$ cat config.mk
export PLATFORM = sky130hd
export DESIGN_NAME = dst_timer_pair
export DESIGN_NICKNAME = d
export VERILOG_FILES = /design/src/logic/dst_pkg.sv /design/src/logic/dst_timer_pair.sv
export SDC_FILE = /design/constraint.sdc
export NUM_CORES = 1
export LEC_CHECK = 0
export ABC_AREA = 0
export ABC_CLOCK_PERIOD_IN_PS = 10300
export BUFFER_PORTS_ARGS = -buffer_cell sky130_fd_sc_hd__buf_4
export CAP_MARGIN = 20
export CELL_PAD_IN_SITES_DETAIL_PLACEMENT = 1
export CELL_PAD_IN_SITES_GLOBAL_PLACEMENT = 2
export CORE_AREA = 2 2 202 204
export CTS_CLUSTER_DIAMETER = 200
export DETAILED_ROUTE_END_ITERATION = 6
export DIE_AREA = 0 0 204 206
export PLACE_DENSITY_LB_ADDON = 0.1
export SYNTH_ARGS = -nofsm -noshare
export SYNTH_HDL_FRONTEND = slang
export SYNTH_SLANG_ARGS = --single-unit
$ cat constraint.sdc
create_clock -name aclk -period 10.3 [get_ports aclk]
set_input_delay 0.515 -clock aclk [delete_from_list [all_inputs] [get_ports aclk]]
set_output_delay 0.515 -clock aclk [all_outputs]
set_load 0.1 [all_outputs]
$ cat src/logic/dst_pkg.sv
// constants and register map for the dual synchronous timer pair
// What this block does
// (RL1) internal, gated or external clock per timer
// (RL2) timers join into one 32-bit timer
// (RL3) wide mode: control from A, flag via B
// (RL4) only timer B drives the converter trigger
// (RL5) software never writes period zero or one
// (RL6) clear, set, invert aliases at plus 4/8/c
// (RL7) enable bit 15 starts and halts timer
// (RL8) stop-in-idle bit 13 halts during idle
// (RL9) gate bit 7 works only with internal clock
// (RL10) prescale field bits 6..4 selects divide ratio
// (RL11) timer A source bit picks its pin
// (RL12) timer B source bit picks its pin
// (RL13) wide mode ignores timer B settings
// (RL14) software clears B stop-in-idle for wide idle
// (RL15) software skips access right after disable
// (RL16) wide select only in A; B bit 3 zero
// (RL17) unimplemented bits read zero, ignore writes
// (RL18) reset: control, count zero; period all ones
// (RL19) count wraps at period, raising flag
// (RL20) pins synchronised; gated counts while gate high
package dst_pkg;
  localparam logic [15:0] DST_A_CTRL_OFS = 16'h8040;
  localparam logic [15:0] DST_A_CNT_OFS = 16'h8050;
  localparam logic [15:0] DST_A_PER_OFS = 16'h8060;
  localparam logic [15:0] DST_B_CTRL_OFS = 16'h8080;
  localparam logic [15:0] DST_B_CNT_OFS = 16'h8090;
  localparam logic [15:0] DST_B_PER_OFS = 16'h80a0;
  // status register of flags, write one to clear
  localparam logic [15:0] DST_STAT_OFS = 16'h80c0;
  localparam logic [3:0] DST_ALIAS_CLR = 4'h4;
  localparam logic [3:0] DST_ALIAS_SET = 4'h8;
  localparam logic [3:0] DST_ALIAS_INV = 4'hc;
  localparam int DST_ON_BIT = 15;
  localparam int DST_STOP_IN_IDLE_BIT = 13;
  localparam int DST_GATE_BIT = 7;
  localparam int DST_PS_LSB = 4;
  localparam int DST_WIDE_BIT = 3;
  localparam int DST_CS_BIT = 1;
  localparam logic [15:0] DST_CTRL_A_MASK = 16'ha0fa;
  localparam logic [15:0] DST_CTRL_B_MASK = 16'ha0f2;
  localparam logic [15:0] DST_CTRL_RST = 16'h0000;
  localparam logic [15:0] DST_CNT_RST = 16'h0000;
  localparam logic [15:0] DST_PER_RST = 16'hffff;
  localparam logic [1:0] DST_RESP_OKAY = 2'b00;
  localparam logic [1:0] DST_RESP_SLVERR = 2'b10;
endpackage : dst_pkg

$ cat src/logic/dst_timer_pair.sv
// dual 16-bit timer pair with 32-bit join and axi4-lite registers
`timescale 1ns/10ps
module dst_timer_pair #(
  parameter int ADDR_W = 16
) (
  input wire logic aclk,
  input wire logic aresetn,
  input wire logic [ADDR_W-1:0] s_axi_awaddr,
  input wire logic s_axi_awvalid,
  output logic s_axi_awready,
  input wire logic [31:0] s_axi_wdata,
  input wire logic [3:0] s_axi_wstrb,
  input wire logic s_axi_wvalid,
  output logic s_axi_wready,
  output logic [1:0] s_axi_bresp,
  output logic s_axi_bvalid,
  input wire logic s_axi_bready,
  input wire logic [ADDR_W-1:0] s_axi_araddr,
  input wire logic s_axi_arvalid,
  output logic s_axi_arready,
  output logic [31:0] s_axi_rdata,
  output logic [1:0] s_axi_rresp,
  output logic s_axi_rvalid,
  input wire logic s_axi_rready,
  input wire logic idle_mode,
  input wire logic timer_a_ext_clock_pin,
  input wire logic timer_b_ext_clock_pin,
  input wire logic timer_a_gate_pin,
  input wire logic timer_b_gate_pin,
  output logic timer_a_flag,
  output logic timer_b_flag,
  output logic adc_trigger
);

  // ----------------------------------------------------------------
  // registers and pin synchronisers
  // ----------------------------------------------------------------
  logic [15:0] ctrl_ff [2];
  logic [15:0] cnt_ff [2];
  logic [15:0] per_ff [2];
  logic [1:0] flag_ff;
  logic adc_trig_ff;
  logic [1:0] ext_s1_ff, ext_s2_ff, ext_s3_ff;
  logic [1:0] gate_s1_ff, gate_s2_ff;
  logic idle_s1_ff, idle_s2_ff;
  logic [7:0] pre_ff [2];
  logic wide;
  logic [1:0] tick;
  logic [1:0] wrap;
  logic [31:0] cnt32;
  logic [31:0] per32;
  logic [31:0] cnt32_inc;

  // (RL20) two-stage pin synchronisers
  always_ff @(posedge aclk) begin
    if (!aresetn) begin
      ext_s1_ff <= 2'b00;
      ext_s2_ff <= 2'b00;
      ext_s3_ff <= 2'b00;
      gate_s1_ff <= 2'b00;
      gate_s2_ff <= 2'b00;
      idle_s1_ff <= 1'b0;
      idle_s2_ff <= 1'b0;
    end else begin
      ext_s1_ff <= {timer_b_ext_clock_pin, timer_a_ext_clock_pin};
      ext_s2_ff <= ext_s1_ff;
      ext_s3_ff <= ext_s2_ff;
      gate_s1_ff <= {timer_b_gate_pin, timer_a_gate_pin};
      gate_s2_ff <= gate_s1_ff;
      idle_s1_ff <= idle_mode;
      idle_s2_ff <= idle_s1_ff;
    end
  end

  // (RL3) wide select lives only in timer A
  assign wide = ctrl_ff[0][dst_pkg::DST_WIDE_BIT];

  // ----------------------------------------------------------------
  // axi4-lite slave
  // ----------------------------------------------------------------
  logic aw_hold_ff, w_hold_ff;
  logic [ADDR_W-1:0] awaddr_ff;
  logic [31:0] wdata_ff;
  logic [3:0] wstrb_ff;
  logic do_wr;
  logic [15:0] wa;
  logic [15:0] wbase;
  logic [3:0] walias;
  logic [15:0] wval;
  logic [15:0] rbase;
  logic [15:0] ra;

  assign do_wr = aw_hold_ff && w_hold_ff && !s_axi_bvalid;
  assign wa = 16'(awaddr_ff);
  assign wbase = {wa[15:4], 4'h0};
  assign walias = {wa[3:2], 2'b00};
  assign wval = {wstrb_ff[1] ? wdata_ff[15:8] : 8'h00, wstrb_ff[0] ? wdata_ff[7:0] : 8'h00};
  assign ra = 16'(s_axi_araddr);
  assign rbase = {ra[15:4], 4'h0};

  always_ff @(posedge aclk) begin
    if (!aresetn) begin
      aw_hold_ff <= 1'b0;
      w_hold_ff <= 1'b0;
      awaddr_ff <= '0;
      wdata_ff <= 32'h0000_0000;
      wstrb_ff <= 4'h0;
      s_axi_awready <= 1'b0;
      s_axi_wready <= 1'b0;
      s_axi_bvalid <= 1'b0;
      s_axi_bresp <= dst_pkg::DST_RESP_OKAY;
    end else begin
      s_axi_awready <= !aw_hold_ff && !s_axi_awready && s_axi_awvalid;
      s_axi_wready <= !w_hold_ff && !s_axi_wready && s_axi_wvalid;
      if (s_axi_awvalid && s_axi_awready) begin
        aw_hold_ff <= 1'b1;
        awaddr_ff <= s_axi_awaddr;
      end
      if (s_axi_wvalid && s_axi_wready) begin
        w_hold_ff <= 1'b1;
        wdata_ff <= s_axi_wdata;
        wstrb_ff <= s_axi_wstrb;
      end
      if (do_wr) begin
        s_axi_bvalid <= 1'b1;
        s_axi_bresp <= (wbase inside {dst_pkg::DST_A_CTRL_OFS, dst_pkg::DST_A_CNT_OFS,
            dst_pkg::DST_A_PER_OFS, dst_pkg::DST_B_CTRL_OFS, dst_pkg::DST_B_CNT_OFS,
            dst_pkg::DST_B_PER_OFS, dst_pkg::DST_STAT_OFS}) ? dst_pkg::DST_RESP_OKAY
            : dst_pkg::DST_RESP_SLVERR;
      end
      if (s_axi_bvalid && s_axi_bready) begin
        s_axi_bvalid <= 1'b0;
        aw_hold_ff <= 1'b0;
        w_hold_ff <= 1'b0;
      end
    end
  end

  // (RL6) alias write: plain, clear, set, invert
  function automatic logic [15:0] apply_alias(input logic [15:0] cur, input logic [15:0] v,
      input logic [3:0] al, input logic [15:0] msk);
    logic [15:0] r;
    r = v;
    unique case (al)
      dst_pkg::DST_ALIAS_CLR: r = cur & ~v;
      dst_pkg::DST_ALIAS_SET: r = cur | v;
      dst_pkg::DST_ALIAS_INV: r = cur ^ v;
      default: r = v;
    endcase
    return r & msk;
  endfunction : apply_alias

  // read path
  always_ff @(posedge aclk) begin
    if (!aresetn) begin
      s_axi_arready <= 1'b0;
      s_axi_rvalid <= 1'b0;
      s_axi_rdata <= 32'h0000_0000;
      s_axi_rresp <= dst_pkg::DST_RESP_OKAY;
    end else begin
      s_axi_arready <= !s_axi_rvalid && !s_axi_arready && s_axi_arvalid;
      if (s_axi_arvalid && s_axi_arready) begin
        s_axi_rvalid <= 1'b1;
        s_axi_rresp <= dst_pkg::DST_RESP_OKAY;
        // (RL17) upper half reads zero
        unique case (rbase)
          dst_pkg::DST_A_CTRL_OFS: s_axi_rdata <= {16'h0000, ctrl_ff[0]};
          dst_pkg::DST_A_CNT_OFS: s_axi_rdata <= {16'h0000, cnt_ff[0]};
          dst_pkg::DST_A_PER_OFS: s_axi_rdata <= {16'h0000, per_ff[0]};
          dst_pkg::DST_B_CTRL_OFS: s_axi_rdata <= {16'h0000, ctrl_ff[1]};
          dst_pkg::DST_B_CNT_OFS: s_axi_rdata <= {16'h0000, cnt_ff[1]};
          dst_pkg::DST_B_PER_OFS: s_axi_rdata <= {16'h0000, per_ff[1]};
          dst_pkg::DST_STAT_OFS: s_axi_rdata <= {30'h0, flag_ff};
          default: begin
            s_axi_rdata <= 32'h0000_0000;
            s_axi_rresp <= dst_pkg::DST_RESP_SLVERR;
          end
        endcase
      end else if (s_axi_rvalid && s_axi_rready) begin
        s_axi_rvalid <= 1'b0;
      end
    end
  end

  // ----------------------------------------------------------------
  // per-timer datapath
  // ----------------------------------------------------------------
  assign cnt32 = {cnt_ff[1], cnt_ff[0]};
  assign per32 = {per_ff[1], per_ff[0]};
  // one shared incrementer feeds both halves in wide mode
  assign cnt32_inc = cnt32 + 32'h0000_0001;

  genvar g;
  generate
    for (g = 0; g < 2; g++) begin : g_tmr
      localparam logic [15:0] CTRL_OFS = g == 0 ? dst_pkg::DST_A_CTRL_OFS
          : dst_pkg::DST_B_CTRL_OFS;
      localparam logic [15:0] CNT_OFS = g == 0 ? dst_pkg::DST_A_CNT_OFS
          : dst_pkg::DST_B_CNT_OFS;
      localparam logic [15:0] PER_OFS = g == 0 ? dst_pkg::DST_A_PER_OFS
          : dst_pkg::DST_B_PER_OFS;
      // (RL16) timer B has no wide select bit
      localparam logic [15:0] MSK = g == 0 ? dst_pkg::DST_CTRL_A_MASK
          : dst_pkg::DST_CTRL_B_MASK;
      logic [15:0] cs;
      logic [15:0] nxt_ctrl;
      logic run, src, en_in, pre_hit;
      logic [2:0] ps;
      logic [7:0] ps_lim;

      // (RL13) wide mode takes every setting from timer A
      assign cs = wide ? ctrl_ff[0] : ctrl_ff[g];
      assign ps = cs[dst_pkg::DST_PS_LSB +: 3];
      // (RL10) ratios 1,2,4,8,16,32,64,256
      assign ps_lim = ps == 3'h7 ? 8'hff : 8'((9'h001 << ps) - 9'h001);
      // (RL7) (RL8) enable and stop-in-idle
      assign run = cs[dst_pkg::DST_ON_BIT] && !(cs[dst_pkg::DST_STOP_IN_IDLE_BIT] && idle_s2_ff);
      // (RL1) (RL11) (RL12) source and gate selection
      assign src = cs[dst_pkg::DST_CS_BIT];
      assign en_in = src ? (ext_s2_ff[g] && !ext_s3_ff[g])
          : (!cs[dst_pkg::DST_GATE_BIT] || gate_s2_ff[g]);
      assign pre_hit = run && en_in && pre_ff[g] == ps_lim;
      assign tick[g] = pre_hit;

      always_ff @(posedge aclk) begin
        if (!aresetn || !run) begin
          pre_ff[g] <= 8'h00;
        end else if (en_in) begin
          pre_ff[g] <= pre_hit ? 8'h00 : pre_ff[g] + 8'h01;
        end
      end

      // (RL9) gate bit is dropped when external clock is chosen in timer A; timer B keeps it
      always_comb begin
        nxt_ctrl = apply_alias(ctrl_ff[g], wval, walias, MSK);
        if (nxt_ctrl[dst_pkg::DST_CS_BIT] && g == 0) begin
          nxt_ctrl[dst_pkg::DST_GATE_BIT] = 1'b0;
        end
      end

      // (RL18) reset values
      always_ff @(posedge aclk) begin
        if (!aresetn) begin
          ctrl_ff[g] <= dst_pkg::DST_CTRL_RST;
          per_ff[g] <= dst_pkg::DST_PER_RST;
        end else if (do_wr && wbase == CTRL_OFS) begin
          ctrl_ff[g] <= nxt_ctrl;
        end else if (do_wr && wbase == PER_OFS) begin
          per_ff[g] <= apply_alias(per_ff[g], wval, walias, 16'hffff);
        end
      end

      // (RL19) count and wrap at period
      always_ff @(posedge aclk) begin
        if (!aresetn) begin
          cnt_ff[g] <= dst_pkg::DST_CNT_RST;
        end else if (do_wr && wbase == CNT_OFS) begin
          cnt_ff[g] <= apply_alias(cnt_ff[g], wval, walias, 16'hffff);
        end else if (wide) begin
          // (RL2) 32-bit count driven by timer A's tick
          if (tick[0]) begin
            if (cnt32 == per32) begin
              cnt_ff[g] <= 16'h0000;
            end else begin
              cnt_ff[g] <= g == 0 ? cnt32_inc[15:0] : cnt32_inc[31:16];
            end
          end
        end else if (tick[g]) begin
          cnt_ff[g] <= cnt_ff[g] == per_ff[g] ? 16'h0000 : cnt_ff[g] + 16'h0001;
        end
      end
    end
  endgenerate

  assign wrap[0] = !wide && tick[0] && cnt_ff[0] == per_ff[0];
  assign wrap[1] = wide ? (tick[0] && cnt32 == per32) : (tick[1] && cnt_ff[1] == per_ff[1]);

  // (RL3) wide wrap reports on timer B flag; set wins over clear
  always_ff @(posedge aclk) begin
    if (!aresetn) begin
      flag_ff <= 2'b00;
    end else begin
      flag_ff <= (do_wr && wbase == dst_pkg::DST_STAT_OFS ? flag_ff & ~wval[1:0] : flag_ff)
          | wrap;
    end
  end

  // (RL4) converter trigger from timer B only
  always_ff @(posedge aclk) begin
    if (!aresetn) begin
      adc_trig_ff <= 1'b0;
    end else begin
      adc_trig_ff <= wrap[1];
    end
  end

  assign timer_a_flag = flag_ff[0];
  assign timer_b_flag = flag_ff[1];
  assign adc_trigger = adc_trig_ff;

  // ----------------------------------------------------------------
  // assertions
  // ----------------------------------------------------------------
  property p_wrap_zero;
    @(posedge aclk) disable iff (!aresetn)
    (wrap[0] && !(do_wr && wbase == dst_pkg::DST_A_CNT_OFS)) |=> cnt_ff[0] == 16'h0000;
  endproperty
  a_wrap_zero: assert property (p_wrap_zero) else $error("count not zero after wrap"); // RL19

  property p_flag_b;
    @(posedge aclk) disable iff (!aresetn) wrap[1] |=> timer_b_flag && adc_trigger;
  endproperty
  a_flag_b: assert property (p_flag_b) else $error("timer b flag or trigger missing"); // RL4

  property p_wide_a_quiet;
    @(posedge aclk) disable iff (!aresetn)
    (wide && !(do_wr && wbase == dst_pkg::DST_STAT_OFS)) |=> $stable(timer_a_flag);
  endproperty
  a_wide_a_quiet: assert property (p_wide_a_quiet) else $error("timer a wrapped in wide"); // RL3

  property p_off_hold;
    @(posedge aclk) disable iff (!aresetn)
    (!ctrl_ff[0][dst_pkg::DST_ON_BIT] && !do_wr) |=> $stable(cnt_ff[0]);
  endproperty
  a_off_hold: assert property (p_off_hold) else $error("disabled timer counted"); // RL7

  property p_idle_stop;
    @(posedge aclk) disable iff (!aresetn)
    (idle_s2_ff && ctrl_ff[1][dst_pkg::DST_STOP_IN_IDLE_BIT] && !wide) |-> !tick[1];
  endproperty
  a_idle_stop: assert property (p_idle_stop) else $error("tick during idle stop"); // RL8

  property p_b_bit3;
    @(posedge aclk) disable iff (!aresetn) ctrl_ff[1][dst_pkg::DST_WIDE_BIT] == 1'b0;
  endproperty
  a_b_bit3: assert property (p_b_bit3) else $error("timer b bit 3 set"); // RL16

  property p_gate_ext;
    @(posedge aclk) disable iff (!aresetn)
    ctrl_ff[0][dst_pkg::DST_CS_BIT] |-> !ctrl_ff[0][dst_pkg::DST_GATE_BIT];
  endproperty
  a_gate_ext: assert property (p_gate_ext) else $error("gate bit set with external"); // RL9

  property p_prescale;
    @(posedge aclk) disable iff (!aresetn)
    (tick[1] && !wide && ctrl_ff[1][dst_pkg::DST_PS_LSB +: 3] == 3'h1
        && !ctrl_ff[1][dst_pkg::DST_CS_BIT] && !ctrl_ff[1][dst_pkg::DST_GATE_BIT])
        |=> !tick[1];
  endproperty
  a_prescale: assert property (p_prescale) else $error("divide by two ticked twice"); // RL10

  property p_trig_b_only;
    @(posedge aclk) disable iff (!aresetn) !wrap[1] |=> !adc_trigger;
  endproperty
  a_trig_b_only: assert property (p_trig_b_only) else $error("trigger without b wrap"); // RL4

  property p_gate_low;
    @(posedge aclk) disable iff (!aresetn)
    (!wide && !ctrl_ff[1][dst_pkg::DST_CS_BIT] && ctrl_ff[1][dst_pkg::DST_GATE_BIT]
        && !gate_s2_ff[1]) |-> !tick[1];
  endproperty
  a_gate_low: assert property (p_gate_low) else $error("tick with gate low"); // RL20

  property p_reset_per;
    @(posedge aclk) !aresetn |=> per_ff[0] == 16'hffff && cnt_ff[0] == 16'h0000;
  endproperty
  a_reset_per: assert property (p_reset_per) else $error("bad reset value"); // RL18

  c_wrap_a: cover property (@(posedge aclk) disable iff (!aresetn) wrap[0]);
  c_wide_wrap: cover property (@(posedge aclk) disable iff (!aresetn) wide && wrap[1]);
  c_ext_tick: cover property (@(posedge aclk) disable iff (!aresetn)
      tick[1] && ctrl_ff[1][dst_pkg::DST_CS_BIT]);
  c_gate_tick: cover property (@(posedge aclk) disable iff (!aresetn)
      tick[1] && ctrl_ff[1][dst_pkg::DST_GATE_BIT] && !wide);
  c_idle_hold: cover property (@(posedge aclk) disable iff (!aresetn)
      idle_s2_ff && ctrl_ff[1][dst_pkg::DST_STOP_IN_IDLE_BIT] && ctrl_ff[1][dst_pkg::DST_ON_BIT]);

endmodule : dst_timer_pair

* After elaboration in Yosys (flattened, before gate mapping) *
Memories as Yosys holds them, arrays and structs flattened.
Index checks and enable logic that the tools add are counted.

cells by class
  muxes and demuxes = 108
  divide/modulo/power cells = 0
  add/sub/neg operators = 7
  multiply operators = 0
  reduce and logical (&&, ||, !) cells = 59
  bitwise gates (word level) = 37
  magnitude comparators = 0
  eq/ne operators = 24
  shift-type cells = 2

operator list
  operator                                                            number
  16-bit two-way mux                                                  23
  16-bit one-hot mux with 3 select lines                              6
  12-bit == test, second input constant                               14
  16-bit one-hot mux with 7 select lines                              1
  16-bit bitwise AND                                                  6
  16-bit OR                                                           6
  16-bit bitwise XOR                                                  6
  8-bit two-way mux                                                   10
  1-bit two-way mux                                                   65
  1-bit logical AND                                                   34
  16-bit by 1-bit adder with 16-bit output, second input constant     2
  32-bit by 1-bit adder with 32-bit output, second input constant     1
  16-bit == test                                                      2
  32-bit == test                                                      1
  1-bit zero test                                                     17
  8-bit by 1-bit adder with 8-bit output, second input constant       2
  8-bit == test                                                       2
  16-bit inverter                                                     1
  1-bit by 3-bit left shift with 8-bit output, first input constant   2
  8-bit by 1-bit subtractor with 8-bit output, second input constant  2
  1-bit OR                                                            14
  7-bit nonzero test                                                  1
  7-bit OR reduction                                                  1
  3-bit == test, second input constant                                2
  other kinds (10)                                                    16

storage, ports and cells
  bits in latches = 0
  memory bits (read-only) = 0
  bits of input ports = 80
  memories = 4
  register bits = 92
  output and inout port bits = 44
  logic and storage cells = 263
  memory bits (writable) = 96

memories
  name     depth  width  rd ports  clocked after memory_dff  write ports  line                  source
  cnt_ff   2      16     2         0                         2            dst_timer_pair.sv:39  logic [15:0] cnt_ff [2];
  per_ff   2      16     2         0                         2            dst_timer_pair.sv:40  logic [15:0] per_ff [2];
  ctrl_ff  2      8      2         0                         2            dst_timer_pair.sv:38  logic [15:0] ctrl_ff [2];
  pre_ff   2      8      2         0                         2            dst_timer_pair.sv:46  logic [7:0] pre_ff [2];

* Depth between registers and ports, before layout *
An unclocked memory read counts as a cell.

  depth in word-level cells = 14
  mapped depth = 15
  depth with buffers taken out = 11

* Worst setup path after synthesis *
OpenSTA, ideal clock, no wires.

  kind = register to register
  start = memory ctrl_ff[0][3] (netlist name)
  end = memory cnt_ff[1][0] (enable)
  arrival time = 3.110 ns
  slack = 6.818 ns
  stages on the path, launching flop included = 13
  period minus slack after synthesis = 3.482 ns
  cell sequence = edfxtp_1 buf_4 buf_6 buf_2 nor2_1 nand2_1 ha_1 or4b_1 o31ai_1 o22ai_2 or3b_4 nor3_1 or3_1

RTL lines
  element          line
  start, declared  dst_timer_pair.sv:38
  end, declared    dst_timer_pair.sv:39

==> results.sh <==
export IMPL_status="finished clean"
export IMPL_r2r_start="ctrl_ff[0][3]"
export IMPL_start_util=0.343
export IMPL_post_cts_buffers=0
export IMPL_num_io_pins=124
export IMPL_worst_skew_pair_late_latency_ns=0.47
export IMPL_slowest_stage="edfxtp_1"
export IMPL_power_density_nw_per_um2=107
export IMPL_cts_sinks=167
export IMPL_yosys_register_bits=167
export IMPL_overflow=0
export IMPL_port_buffers=81
export IMPL_vias=11814
export IMPL_peakVddDrop_uv=121
export IMPL_finalClockSkew_ns=0.0198
export IMPL_endpoint_kind="flop"
export IMPL_max_cap_violations=0
export IMPL_hold_violations=0
export IMPL_cts_tree="done"
export IMPL_slowest_delay_ns=0.96
export IMPL_final_cell_mix="211 x nand2_1, 164 x ha_1, 114 x o21ai_0"
export IMPL_syn2layout_area_growth_pct=11.4
export IMPL_viasPerCell=5.48
export IMPL_dpl_hpwl_um=35000
export IMPL_totalPowerFinal_mw=1.64
export IMPL_muxShareOfSynthArea=0.0641
export IMPL_synth_simple_area_share=0.181
export IMPL_core_area_um2=40200
export IMPL_die_area_um2=42000
export IMPL_cp_max_fo=28
export IMPL_drcViolationCount=0
export IMPL_cts_made_buffers=17
export IMPL_synth_xor_area_share=0.0547
export IMPL_clk_pin_slew_worst_paths_ns=0.08
export IMPL_min_path_cells=2
export IMPL_antennaDiodeCount=0
export IMPL_synth_seq_area_share=0.312
export IMPL_ys_warn_count=0
export IMPL_r2r_end="cnt_ff[0][1]"
export IMPL_critPathRequiredTime_ns=10.60
export IMPL_synth_cell_type_count=81
export IMPL_final_common_cell="nand2_1"
export IMPL_synth_async_reset_ratio=0
export IMPL_crit_buf_inv=1
export IMPL_min_period_ns=4.30
export IMPL_r2r_cells=10
export IMPL_syn_area_um2=13800
export IMPL_final_max_slew_viol_count=0
export IMPL_setup_slack_ns=6.00
export IMPL_clock_path_buffers=2
export IMPL_fmax_mhz=233
export IMPL_grt_pass1_wl_um=72800
export IMPL_critPathArrivalTime_ns=4.60
export IMPL_synthAdderAreaFrac=0.149
export IMPL_die_x_um=204
export IMPL_grt_max_degree=63
export IMPL_cts_resized_gates=0
export IMPL_drt_wirelength_per_cell_um=22.4
export IMPL_critPathMostFrequentCell="or3b_1"
export IMPL_path_cells="inv_1, nand3_1, ha_1, or3b_1, a21oi_1, o311ai_1, nor3b_4, nand2b_4, or3b_1, o22ai_1"
export IMPL_rsz0062_at_grt="false"
export IMPL_grt_pass1_vias=11826
export IMPL_hold_class="in -> reg"
export IMPL_hold_start="timer_a_ext_clock_pin"
export IMPL_synth_compound_area_frac=0.170
export IMPL_antenna_left=0
export IMPL_drive_gt1_frac=0.117
export IMPL_synth_top_family_by_area="simple AND/OR/NAND/NOR gates"
export IMPL_nets=1854
export IMPL_drt_iter0_drc=631
export IMPL_utilization=0.382
export IMPL_num_rows=74
export IMPL_cts_htree_levels=4
export IMPL_crit_type="reg -> reg"
export IMPL_drt_first_pass_iters=6
export IMPL_timing_final_crit_share=0.417
export IMPL_postSynthAreaPerCell_um2=8.68
export IMPL_cts_root_buf="clkbuf_16"
export IMPL_dp_slack_ns=6.00
export IMPL_tightest_slew_ns=1.06
export IMPL_maxSlewHeadroom=0.292
export IMPL_r2r_slack_ns=6.00
export IMPL_antenna_found_initial=0
export IMPL_gp_congestion=0.824
export IMPL_start_kind="flop"
export IMPL_die_h_um=206
export IMPL_ys_flop_type="edfxtp_1"
export IMPL_setup_viol=0
export IMPL_track_usage=0.231
export IMPL_finalSetupTns_ns=0
export IMPL_cpLargestDelayFamily="simple AND/OR/NAND/NOR gates"
export IMPL_p_leak_nw=5.56
export IMPL_drt_wl_total_um=48300
export IMPL_whs_endpoint="ext_s1_ff[0]"
export IMPL_hold_buffers=0
export IMPL_synth_edf_count=95
export IMPL_synthCells=1585
## report_power, final
part           switching, mW  total, mW  internal, mW
sequential            0.0354      0.756         0.720
clock                  0.318      0.668         0.349
combinational          0.144      0.216        0.0719
## Yosys cell counts (3+ instances only)
library cell  count  area share
nor2_1           72       0.020
nor3_1           31       0.011
ha_1            164        0.15
nor2b_1           7      0.0032
nand3_1          33       0.012
a22oi_1          38       0.021
buf_2            10      0.0036
nor4_1            9      0.0041
and4_1            3      0.0019
xnor2_1          82       0.052
o21a_1            6      0.0033
edfxtp_1         95        0.21
and3_1           10      0.0045
clkinv_1          3     0.00082
or3_1             4      0.0018
and2_1           17      0.0077
or4_1             3      0.0016
nand2_1         211       0.058
o31ai_1           6      0.0033
xor2_1            4      0.0025
inv_1            94       0.026
a21oi_1         113       0.041
nand2b_1         16      0.0073
or2_2             3      0.0014
buf_1             5      0.0014
o21ai_0         116       0.042
a211oi_2          6      0.0055
mux2i_1          69       0.050
nor4_2            3      0.0027
nand4_1          23       0.010
a221oi_1         16       0.010
clkbuf_1         73       0.020
buf_6             7      0.0057
nor4b_1           9      0.0057
and3b_1           4      0.0025
a211oi_1         22       0.012
a222oi_1          9      0.0065
o211ai_1          3      0.0016
o22ai_1          12      0.0055
mux2_2           17       0.014
buf_4            21       0.011
nand3b_1          8      0.0044
a21boi_0          6      0.0033
dfxtp_1          72        0.10
nor4bb_1          4      0.0029
## kinds of logic after synthesis
logic type | after synthesis
other cells | 1
compound gates | 375
mux | 86
xor+xnor | 86
fa+ha+maj | 164
flops | 167
simple gates | 493
buf+inv | 213
## registers in the layout, summed over array words and instances, names as in the netlist, 2 cells and up
| signal | cells |
|---|---|
| awaddr_ff | 14 |
| cnt_ff | 32 |
| ctrl_ff | 15 |
| ext_s1_ff | 2 |
| ext_s2_ff | 2 |
| ext_s3_ff | 2 |
| flag_ff | 2 |
| gate_s1_ff | 2 |
| gate_s2_ff | 2 |
| per_ff | 32 |
| pre_ff | 16 |
| s_axi_rdata | 16 |
| wdata_ff | 16 |
| wstrb_ff | 2 |
## how the worst max path moves through the flow
stage	from	end	slack [ns]	cells after the start
2_1_floorplan	ctrl_ff[0][3]	cnt_ff[1][0]	6.82	12
3_3_place_gp	ctrl_ff[0][3]	cnt_ff[1][13]	5.96	10
3_5_place_dp	ctrl_ff[0][3]	cnt_ff[0][1]	6.00	10
4_1_cts	ctrl_ff[0][3]	cnt_ff[0][1]	5.94	10
5_1_grt	ctrl_ff[0][3]	cnt_ff[0][15]	5.63	10
6_report	ctrl_ff[0][3]	cnt_ff[0][1]	6.00	10
## cell type report
class	count	area [um2]
well taps	532	666
repair buffers	105	788
inverters	97	364
flip-flops and latches	167	4300
fillers	4738	24900
multi-input cells	1222	8630
clock buffers	22	497
clock inverters	10	81.3
## worst register-to-register path, delay by kind of cell, from the launching register on
kind            cells  cell delay [ns]
buf+inv             1             0.18
simple gates        5             2.01
compound gates      3             0.66
flops               1             0.96
fa+ha+maj           1             0.32
## metal layers
metal | part of all wire | wire, um | global-route usage
met4 | 0.024 | 1180 | 0.0753
met1 | 0.48 | 23300 | 0.319
met5 | 0 | 0 | 0
met3 | 0.033 | 1610 | 0.0282
met2 | 0.46 | 22200 | 0.376
## metrics by stage
step | area (um2) | cells | hold slack (ns)
floorplan | 13800 | 1602 | 0.412
global placement | 14800 | 2123 | 0.427
detailed placement | 14800 | 2123 | 0.428
CTS | 15300 | 2155 | 0.229
global route | 15300 | 2155 | 0.239
finish | 15300 | 2155 | 0.252
Note: power is estimated with default switching activity, not from simulation.
